<file path="config.mk">
export PLATFORM = sky130hd
export DESIGN_NAME = codec_status_input_ctrl
export DESIGN_NICKNAME = d
export VERILOG_FILES = /design/src/rtl/codec_regs_pkg.sv /design/src/rtl/codec_status_input_ctrl.sv
export SDC_FILE = /design/constraint.sdc
export NUM_CORES = 1
export LEC_CHECK = 0
export BUFFER_PORTS_ARGS = -buffer_cell sky130_fd_sc_hd__buf_2
export CAP_MARGIN = 10
export CORE_MARGIN = 4
export CORE_UTILIZATION = 50
export DETAILED_ROUTE_END_ITERATION = 10
export GPL_ROUTABILITY_DRIVEN = 0
export PLACE_DENSITY = 0.76
export SLEW_MARGIN = 20
export SYNTH_ARGS = -nofsm -noshare
export SYNTH_HDL_FRONTEND = slang
export SYNTH_SLANG_ARGS = --single-unit
export TNS_END_PERCENT = 10
</file>
<file path="constraint.sdc">
create_clock -name clk -period 2.5 [get_ports clk]
set_input_delay 0.375 -clock clk [delete_from_list [all_inputs] [get_ports clk]]
set_output_delay 0.375 -clock clk [all_outputs]
set_load 0.1 [all_outputs]
</file>
<file path="src/rtl/codec_regs_pkg.sv">
// register map, field layout and level thresholds of the codec control block
package codec_regs_pkg;

   // ************************************************************
   // register indices (byte address is four times the index)
   // ************************************************************
   localparam int REG_IDX_W = 4;
   localparam logic [REG_IDX_W-1:0] IDX_STATUS = 4'h1;
   localparam logic [REG_IDX_W-1:0] IDX_INPUT = 4'h2;
   localparam logic [REG_IDX_W-1:0] IDX_CTRL = 4'h4;
   localparam logic [REG_IDX_W-1:0] IDX_IRQ_STAT = 4'h5;
   localparam logic [REG_IDX_W-1:0] IDX_IRQ_MASK = 4'h6;

   // ************************************************************
   // field positions
   // ************************************************************
   localparam int STAT_UNDERRUN_BIT = 8;
   localparam int STAT_RIGHT_PEAK_LSB = 2;
   localparam int STAT_LEFT_PEAK_LSB = 0;
   localparam int INP_LEFT_SEL_LSB = 13;
   localparam int INP_LEFT_BOOST_BIT = 12;
   localparam int INP_LEFT_GAIN_LSB = 8;
   localparam int INP_RIGHT_SEL_LSB = 5;
   localparam int INP_RIGHT_BOOST_BIT = 4;
   localparam int INP_RIGHT_GAIN_LSB = 0;
   localparam int CTRL_PDN_REQ_BIT = 0;
   localparam int CTRL_DAC1_EN_BIT = 1;
   localparam int CTRL_ADC_LEFT_EN_BIT = 2;
   localparam int CTRL_ADC_RIGHT_EN_BIT = 3;
   localparam int IRQ_UNDERRUN_BIT = 0;
   localparam int IRQ_LEFT_OVER_BIT = 1;
   localparam int IRQ_RIGHT_OVER_BIT = 2;
   localparam int IRQ_W = 3;

   // ************************************************************
   // reset values
   // ************************************************************
   localparam logic [15:0] STATUS_RESET = 16'h0000;
   localparam logic [15:0] INPUT_RESET = 16'h0000;
   localparam logic [3:0] CTRL_RESET = 4'h1;
   localparam logic [IRQ_W-1:0] IRQ_RESET = 3'h0;

   // ************************************************************
   // peak level bands; full scale is 2**15 on an 18-bit adc word
   // ************************************************************
   typedef enum logic [1:0] {
      BAND_UNDER, BAND_NEAR, BAND_OVER, BAND_FAR
   } peak_band_t;
   localparam int ADC_W = 18;
   localparam logic [ADC_W-1:0] MAG_MINUS_1DB = 18'h07215;
   localparam logic [ADC_W-1:0] MAG_FULL_SCALE = 18'h08000;
   localparam logic [ADC_W-1:0] MAG_PLUS_1DB = 18'h08F9E;

endpackage

</file>
<file path="src/rtl/codec_status_input_ctrl.sv">
// channel status flags and adc input control registers behind an apb slave
//
// Chosen here: the APB register port.
`timescale 1ns/10ps
`default_nettype none

module codec_status_input_ctrl #(
   parameter int ADDR_W = 8,
   parameter int BUF_DEPTH = 4
) (
   input wire logic clk,
   input wire logic rst_b,
   input wire logic psel,
   input wire logic penable,
   input wire logic pwrite,
   input wire logic [ADDR_W-1:0] paddr,
   input wire logic [31:0] pwdata,
   input wire logic [3:0] pstrb,
   output logic [31:0] prdata,
   output logic pready,
   output logic pslverr,
   input wire logic power_down_pin_b,
   output logic conversion_powered_down_flag,
   input wire logic dac1_in_valid,
   input wire logic [15:0] dac1_in_left,
   input wire logic [15:0] dac1_in_right,
   output logic dac1_in_ready,
   input wire logic dac1_sample_req,
   output logic [15:0] dac1_out_left,
   output logic [15:0] dac1_out_right,
   input wire logic adc_left_valid,
   input wire logic [codec_regs_pkg::ADC_W-1:0] adc_left_sample,
   input wire logic adc_right_valid,
   input wire logic [codec_regs_pkg::ADC_W-1:0] adc_right_sample,
   output logic [2:0] left_input_selector,
   output logic left_mic_boost,
   output logic [3:0] left_input_gain,
   output logic [2:0] right_input_selector,
   output logic right_mic_boost,
   output logic [3:0] right_input_gain,
   output logic irq
);
   import codec_regs_pkg::*;

   localparam int PTR_W = $clog2(BUF_DEPTH);
   localparam int CNT_W = $clog2(BUF_DEPTH + 1);

   // ************************************************************
   // reset synchroniser
   // ************************************************************
   logic rst_meta_ff;
   logic rst_n;

   // release is synchronous so no flop leaves reset on a split edge
   always_ff @(posedge clk or negedge rst_b) begin
      if (!rst_b) begin
         rst_meta_ff <= 1'b0;
         rst_n <= 1'b0;
      end else begin
         rst_meta_ff <= 1'b1;
         rst_n <= rst_meta_ff;
      end
   end

   // ************************************************************
   // apb decode
   // ************************************************************
   // maps a byte address to a register index; misaligned gives no hit
   function automatic logic [REG_IDX_W:0] decode(logic [ADDR_W-1:0] a);
      logic [REG_IDX_W-1:0] idx;
      logic hit;
      idx = a[REG_IDX_W+1:2];
      hit = (a[1:0] == 2'h0) && (a[ADDR_W-1:REG_IDX_W+2] == '0) &&
            (idx == IDX_STATUS || idx == IDX_INPUT || idx == IDX_CTRL ||
             idx == IDX_IRQ_STAT || idx == IDX_IRQ_MASK);
      return {hit, idx};
   endfunction

   logic [REG_IDX_W:0] dec;
   logic hit;
   logic [REG_IDX_W-1:0] idx;
   logic setup;
   logic wr_done;
   logic [15:0] wmask;

   assign dec = decode(paddr);
   assign hit = dec[REG_IDX_W];
   assign idx = dec[REG_IDX_W-1:0];
   assign setup = psel && !penable;
   // zero wait states: every access phase completes at once
   assign pready = 1'b1;
   assign pslverr = psel && penable && !hit;
   assign wr_done = psel && penable && pwrite && hit;
   assign wmask = {{8{pstrb[1]}}, {8{pstrb[0]}}};

   // ************************************************************
   // power state
   // ************************************************************
   logic [3:0] ctrl_ff;
   logic conv_down;
   logic dac1_active;
   logic [1:0] adc_en;

   // flag follows the pin and the request bit with no delay, reading 1 while either asks for power-down
   assign conv_down = !power_down_pin_b || ctrl_ff[CTRL_PDN_REQ_BIT];
   assign conversion_powered_down_flag = conv_down;
   assign dac1_active = ctrl_ff[CTRL_DAC1_EN_BIT] && !conv_down;
   assign adc_en[0] = ctrl_ff[CTRL_ADC_LEFT_EN_BIT];
   assign adc_en[1] = ctrl_ff[CTRL_ADC_RIGHT_EN_BIT];

   // control bits; power-down request comes up set after reset
   always_ff @(posedge clk or negedge rst_n) begin
      if (!rst_n) begin
         ctrl_ff <= CTRL_RESET;
      end else if (wr_done && idx == IDX_CTRL && pstrb[0]) begin
         ctrl_ff <= pwdata[3:0];
      end
   end

   // ************************************************************
   // dac1 stereo sample buffer
   // ************************************************************
   logic [15:0] left_mem [BUF_DEPTH];
   logic [15:0] right_mem [BUF_DEPTH];
   logic [PTR_W-1:0] wr_ptr_ff;
   logic [PTR_W-1:0] rd_ptr_ff;
   logic [CNT_W-1:0] cnt_ff;
   logic push;
   logic pop;
   logic underrun_evt;

   assign dac1_in_ready = dac1_active && (cnt_ff != CNT_W'(BUF_DEPTH));
   assign push = dac1_in_valid && dac1_in_ready;
   assign pop = dac1_active && dac1_sample_req && (cnt_ff != '0);
   assign underrun_evt = dac1_active && dac1_sample_req && !pop;

   // sample storage needs no reset; only pointers carry state
   always_ff @(posedge clk) begin
      if (push) begin
         left_mem[wr_ptr_ff] <= dac1_in_left;
         right_mem[wr_ptr_ff] <= dac1_in_right;
      end
   end

   // pointers; a powered-down dac drops whatever was queued
   always_ff @(posedge clk or negedge rst_n) begin
      if (!rst_n) begin
         wr_ptr_ff <= '0;
         rd_ptr_ff <= '0;
         cnt_ff <= '0;
      end else if (!dac1_active) begin
         wr_ptr_ff <= '0;
         rd_ptr_ff <= '0;
         cnt_ff <= '0;
      end else begin
         if (push) begin
            wr_ptr_ff <= PTR_W'((wr_ptr_ff + 1'b1) % BUF_DEPTH);
         end
         if (pop) begin
            rd_ptr_ff <= PTR_W'((rd_ptr_ff + 1'b1) % BUF_DEPTH);
         end
         if (push && !pop) begin
            cnt_ff <= cnt_ff + 1'b1;
         end else if (pop && !push) begin
            cnt_ff <= cnt_ff - 1'b1;
         end
      end
   end

   // dac output words; a starved request plays silence
   always_ff @(posedge clk or negedge rst_n) begin
      if (!rst_n) begin
         dac1_out_left <= 16'h0000;
         dac1_out_right <= 16'h0000;
      end else if (pop) begin
         dac1_out_left <= left_mem[rd_ptr_ff];
         dac1_out_right <= right_mem[rd_ptr_ff];
      end else if (underrun_evt || !dac1_active) begin
         dac1_out_left <= 16'h0000;
         dac1_out_right <= 16'h0000;
      end
   end

   // ************************************************************
   // channel status flags
   // ************************************************************
   logic stat_clear;
   logic underrun_ff;
   peak_band_t peak_ff [2];
   peak_band_t band_w [2];
   logic [1:0] adc_vld;
   logic [ADC_W-1:0] adc_smp [2];
   logic [15:0] status_word;

   // any read (taken at setup) or any write of the status register
   assign stat_clear = psel && hit && idx == IDX_STATUS &&
                       (pwrite ? penable : !penable);
   assign adc_vld = {adc_right_valid, adc_left_valid};
   assign adc_smp[0] = adc_left_sample;
   assign adc_smp[1] = adc_right_sample;

   // magnitude of a two's complement adc word into a level band
   function automatic peak_band_t band_of(logic [ADC_W-1:0] s);
      logic [ADC_W-1:0] mag;
      mag = s[ADC_W-1] ? ADC_W'(~s + 1'b1) : s;
      if (mag > MAG_PLUS_1DB) begin
         return BAND_FAR;
      end else if (mag > MAG_FULL_SCALE) begin
         return BAND_OVER;
      end else if (mag > MAG_MINUS_1DB) begin
         return BAND_NEAR;
      end
      return BAND_UNDER;
   endfunction

   // underrun flag; a new event wins over a clear in the same cycle
   always_ff @(posedge clk or negedge rst_n) begin
      if (!rst_n) begin
         underrun_ff <= 1'b0;
      end else if (conv_down) begin
         underrun_ff <= 1'b0;
      end else if (!dac1_active) begin
         underrun_ff <= 1'b0;
      end else if (underrun_evt) begin
         underrun_ff <= 1'b1;
      end else if (stat_clear) begin
         underrun_ff <= 1'b0;
      end
   end

   // one peak recorder per adc channel, index 0 left and 1 right
   for (genvar ch = 0; ch < 2; ch++) begin : g_peak
      peak_band_t base;
      assign band_w[ch] = band_of(adc_smp[ch]);
      assign base = stat_clear ? BAND_UNDER : peak_ff[ch];
      always_ff @(posedge clk or negedge rst_n) begin
         if (!rst_n) begin
            peak_ff[ch] <= BAND_UNDER;
         end else if (conv_down) begin
            peak_ff[ch] <= BAND_UNDER;
         end else if (!adc_en[ch]) begin
            peak_ff[ch] <= BAND_UNDER;
         end else if (adc_vld[ch] && band_w[ch] > base) begin
            peak_ff[ch] <= band_w[ch];
         end else begin
            peak_ff[ch] <= base;
         end
      end
   end

   always_comb begin
      status_word = STATUS_RESET;
      status_word[STAT_UNDERRUN_BIT] = underrun_ff;
      status_word[STAT_RIGHT_PEAK_LSB +: 2] = peak_ff[1];
      status_word[STAT_LEFT_PEAK_LSB +: 2] = peak_ff[0];
   end

   // ************************************************************
   // adc input control register
   // ************************************************************
   logic [15:0] input_ff;

   // locked at zero while converters are down; byte strobes honoured
   always_ff @(posedge clk or negedge rst_n) begin
      if (!rst_n) begin
         input_ff <= INPUT_RESET;
      end else if (conv_down) begin
         input_ff <= INPUT_RESET;
      end else if (wr_done && idx == IDX_INPUT) begin
         input_ff <= (input_ff & ~wmask) | (pwdata[15:0] & wmask);
      end
   end

   // source, boost and gain fields drive the analog front end as coded
   assign left_input_selector = input_ff[INP_LEFT_SEL_LSB +: 3];
   assign right_input_selector = input_ff[INP_RIGHT_SEL_LSB +: 3];
   assign left_mic_boost = input_ff[INP_LEFT_BOOST_BIT];
   assign right_mic_boost = input_ff[INP_RIGHT_BOOST_BIT];
   assign left_input_gain = input_ff[INP_LEFT_GAIN_LSB +: 4];
   assign right_input_gain = input_ff[INP_RIGHT_GAIN_LSB +: 4];

   // ************************************************************
   // interrupts
   // ************************************************************
   logic [IRQ_W-1:0] irq_stat_ff;
   logic [IRQ_W-1:0] irq_mask_ff;
   logic [IRQ_W-1:0] irq_evt;

   assign irq_evt[IRQ_UNDERRUN_BIT] = underrun_evt;
   assign irq_evt[IRQ_LEFT_OVER_BIT] = adc_en[0] && !conv_down &&
                                       adc_vld[0] && band_w[0] >= BAND_OVER;
   assign irq_evt[IRQ_RIGHT_OVER_BIT] = adc_en[1] && !conv_down &&
                                        adc_vld[1] && band_w[1] >= BAND_OVER;

   // write one to clear; an event in the same cycle keeps its bit
   always_ff @(posedge clk or negedge rst_n) begin
      if (!rst_n) begin
         irq_stat_ff <= IRQ_RESET;
      end else if (wr_done && idx == IDX_IRQ_STAT && pstrb[0]) begin
         irq_stat_ff <= (irq_stat_ff & ~pwdata[IRQ_W-1:0]) | irq_evt;
      end else begin
         irq_stat_ff <= irq_stat_ff | irq_evt;
      end
   end

   always_ff @(posedge clk or negedge rst_n) begin
      if (!rst_n) begin
         irq_mask_ff <= IRQ_RESET;
      end else if (wr_done && idx == IDX_IRQ_MASK && pstrb[0]) begin
         irq_mask_ff <= pwdata[IRQ_W-1:0];
      end
   end

   assign irq = |(irq_stat_ff & irq_mask_ff);

   // ************************************************************
   // read data
   // ************************************************************
   // captured at setup so the status value read is the one cleared
   always_ff @(posedge clk or negedge rst_n) begin
      if (!rst_n) begin
         prdata <= 32'h0000_0000;
      end else if (setup) begin
         prdata <= 32'h0000_0000;
         if (hit && !pwrite) begin
            unique case (idx)
               IDX_STATUS: prdata[15:0] <= status_word;
               IDX_INPUT: prdata[15:0] <= input_ff;
               IDX_CTRL: prdata[3:0] <= ctrl_ff;
               IDX_IRQ_STAT: prdata[IRQ_W-1:0] <= irq_stat_ff;
               IDX_IRQ_MASK: prdata[IRQ_W-1:0] <= irq_mask_ff;
               default: prdata <= 32'h0000_0000;
            endcase
         end
      end
   end
endmodule
`default_nettype wire

</file>
==> flow_summary.yaml <==
timing:
  slew_viol_final: 0
  final.setup.tns_ns: -1.92
  finalSetupViolations: 4
  whs_ns: 0.0520
  relSlewSlack_pct: 50.3
  period_minus_slack_ns: 3.03
  setup_slack_ns: -0.532
  maxClockFrequency_mhz: 330
  worst_pin_slew_ns: 0.745
  finalCritPeriodShare_pct: 121
  finalHoldViolCount: 0
  rsz0062_at_grt: "yes"
  finClkSkew_ns: 0.0324
cts:
  cts_tree: "built"
  cts_buffers: 24
  cts.root.buffer_cell: "clkbuf_16"
  clk_latency_ns: 0.53
  path_clk_slew_ns: 0.06
  clock_sinks: 216
  cts_buffer_depth: 3
  htreeDepth: 1
min_path:
  hold_class: "input pin to flop"
synth:
  synth_xor_area_share_pct: 1.09
  synthCells: 809
  synth_cell_types: 83
  yosysTopAreaCell: "edfxtp_1"
  ys_ff_latch: 216
  synth-adder-area-share_pct: 1.39
  synth_compound_area_share_pct: 12.2
  synthSimpleGateAreaFrac_pct: 12.8
  synth_ff_type: "edfxtp_1"
  synth_area_leaders: "edfxtp_1 (37%), dfrtp_1 (21%), mux4_2 (6.9%)"
  yosysWarnings: 0
  syn_area_sq_um: 10400
  synth_area_per_cell_sq_um: 12.9
  ys_seq_area_share_pct: 58.1
  async_reset_ff_share_pct: 40.7
  synth_top_family_by_area: "simple AND/OR/NAND/NOR gates"
  synthMuxAreaShare_pct: 10.4
  synth_top_area_share_pct: 36.9
  synth_edf_count: 128
drt:
  first_iter_violations: 443
  postRouteAntennaNets: 0
  routed_wirelength_um: 25300
  drt_pass1_iterations: 5
  routed_via_density: 5.71
  wire_per_inst_um: 18.4
  dr_total_vias: 7859
  drc: 0
final_layout:
  area_delta_synth_final_pct: 29.7
  diodes: 0
  num-fill-cells: 1507
  mostFrequentLayoutCell: "buf_2"
  drive_gt1_share_pct: 39.8
  final_area_sq_um: 13500
  final_cell_mix: "buf_2 (170), buf_4 (130), edfxtp_1 (128)"
  nets: 1221
die:
  core-area_sq_um: 20400
  die_h_um: 152
  start_util_pct: 51.1
  rows: 52
  die_x_um: 152
  pin_count: 207
  die_area_sq_um: 23200
setup_path:
  critPathCaptureType: "flop"
  path_max_fanout: 5
  start_kind: "input pin"
  path_class: "input pin to flop"
  required_ns: 2.93
  cp.arrival_ns: 3.46
placement:
  place_area_sq_um: 12500
  hpwl_um: 17500
  port_buffers: 171
global_routing:
  track_usage_pct: 21.0
  overflow: 0
  grt_max_degree: 58
  antenna_found_initial: 1
  first_global_vias: 7728
  grt_pass1_wl_um: 40600
pwr:
  leakage_uw: 0.00567
  vdd_drop_max_mv: 0.768
  power.density_nw_per_um2: 600
  p_total_uw: 8100
flow_run:
  drv_cap: 0
outcome:
  status: "complete, but fails checks"
  violations: "setup timing"
[routing by layer]
| metal | wire length [um] | global-route usage [%] | vias up |
|---|---|---|---|
| met2 | 12400 | 35.0 | 280 |
| met3 | 1850 | 4.29 | 37 |
| met5 | 8 | 0 | - |
| met1 | 10700 | 28.9 | 3874 |
| li1 | - | - | 3666 |
| met4 | 396 | 4.02 | 2 |
[cell families (layout without fill, tap and decap cells)]
| kind of cell | Yosys count | count (layout) |
|---|---|---|
| AO/OA/AOI/OAI | 166 | 166 |
| buffers and inverters | 90 | 371 |
| flip-flops | 216 | 216 |
| AND/OR/NAND/NOR | 244 | 244 |
| multiplexers | 67 | 67 |
| adder cells (fa/ha/maj) | 11 | 11 |
| other | 2 | 18 |
| XOR/XNOR | 13 | 13 |
[stage by stage]
stage / utilization [%] / setup slack [ns] / std cells
2_1_floorplan: - / -0.802 / 825
5_1_grt: 66.3 / -0.646 / 1376
3_3_place_gp: 61.3 / -1.02 / 1326
6_report: 66.3 / -0.532 / 1376
3_5_place_dp: 61.3 / -1.08 / 1326
4_1_cts: 65.7 / -0.453 / 1374
[worst max-delay path, cell delays in order]
cell and delay [ns]:
buf_2 0.11, inv_2 0.06, ha_4 0.14, or4b_4 0.50
or4_1 0.42, o211ai_1 0.19, a21oi_1 0.08, o21ai_2 0.16
mux2_4 0.33, nor3_2 0.18, ha_1 0.25, nand2_1 0.07
o211ai_1 0.14, or3_1 0.35, a21oi_2 0.12
[state kept, by name, indices dropped and copies added (netlist names)]
signal / flops
rst_n: 1
dac1_out_left: 16
rst_meta_ff: 1
rd_ptr_ff: 2
dac1_out_right: 16
wr_ptr_ff: 2
cnt_ff: 3
ctrl_ff: 4
right_mem: 64
underrun_ff: 1
irq_stat_ff: 3
prdata: 16
peak_ff: 4
input_ff: 16
irq_mask_ff: 3
left_mem: 64
[where the power goes]
| part | switching [uW] | internal [uW] | total, uW |
|---|---|---|---|
| clock | 1380 | 2190 | 3560 |
| combinational | 442 | 286 | 727 |
| sequential | 19.0 | 3790 | 3810 |
| total | 1840 | 6260 | 8100 |
[path summary, 6_finish.rpt]
kind | cells past startpoint | start | end | slack, ns
max | 15 | adc_right_sample[1] | peak_ff[1]$_DFF_PN0_ | -0.53
min | 1 | dac1_in_left[12] | left_mem[2][12]$_DFFE_PP_ | 0.05
max reg2reg | 10 | ctrl_ff[0]$_DFFE_PN1P_ | cnt_ff[1]$_DFFE_PN0P_ | 0.42
min reg2reg | 0 | rst_meta_ff$_DFF_PN0_ | rst_n$_DFF_PN0_ | 0.37
max in group asynchronous | 1 | rst_n$_DFF_PN0_ | dac1_out_right[11]$_DFFE_PN0P_ | 1.34
min in group asynchronous | 2 | rst_b | rst_n$_DFF_PN0_ | 0.19
[area by class of cell]
cell class	instances	area, sq um	area share [%]
sequential	216	6050	44.8
multi-input combinational	519	4230	31.3
timing repair buffer	308	1970	14.6
clock buffer	38	754	5.59
tap	270	338	2.50
clock inverter	6	83.8	0.621
inverter	19	71.3	0.528
[cell usage after synthesis, types with 9 or more instances]
master	n
edfxtp_1	128
mux4_2	32
nand2b_1	9
a31oi_1	10
a21oi_1	15
mux2_2	10
o21ai_0	20
nor2b_1	10
clkbuf_1	46
nor2_1	57
buf_4	18
ha_1	10
nand2_1	44
nand3_1	10
inv_1	18
nor4_1	10
mux2i_1	25
and3_1	10
o31ai_1	12
nand4_1	12
nor3_1	30
dfrtp_1	87
a22o_1	44
[what timing repair did]
item                                    in CTS  in global routing
pin swaps                                    4                  7
hold endpoints to repair                     2                  0
hold buffers                                 1                  0
buffers inserted                             3                  2
resized for setup                            8                 20
endpoints found under the setup margin       4                  4
(Power assumes the default switching activity.)
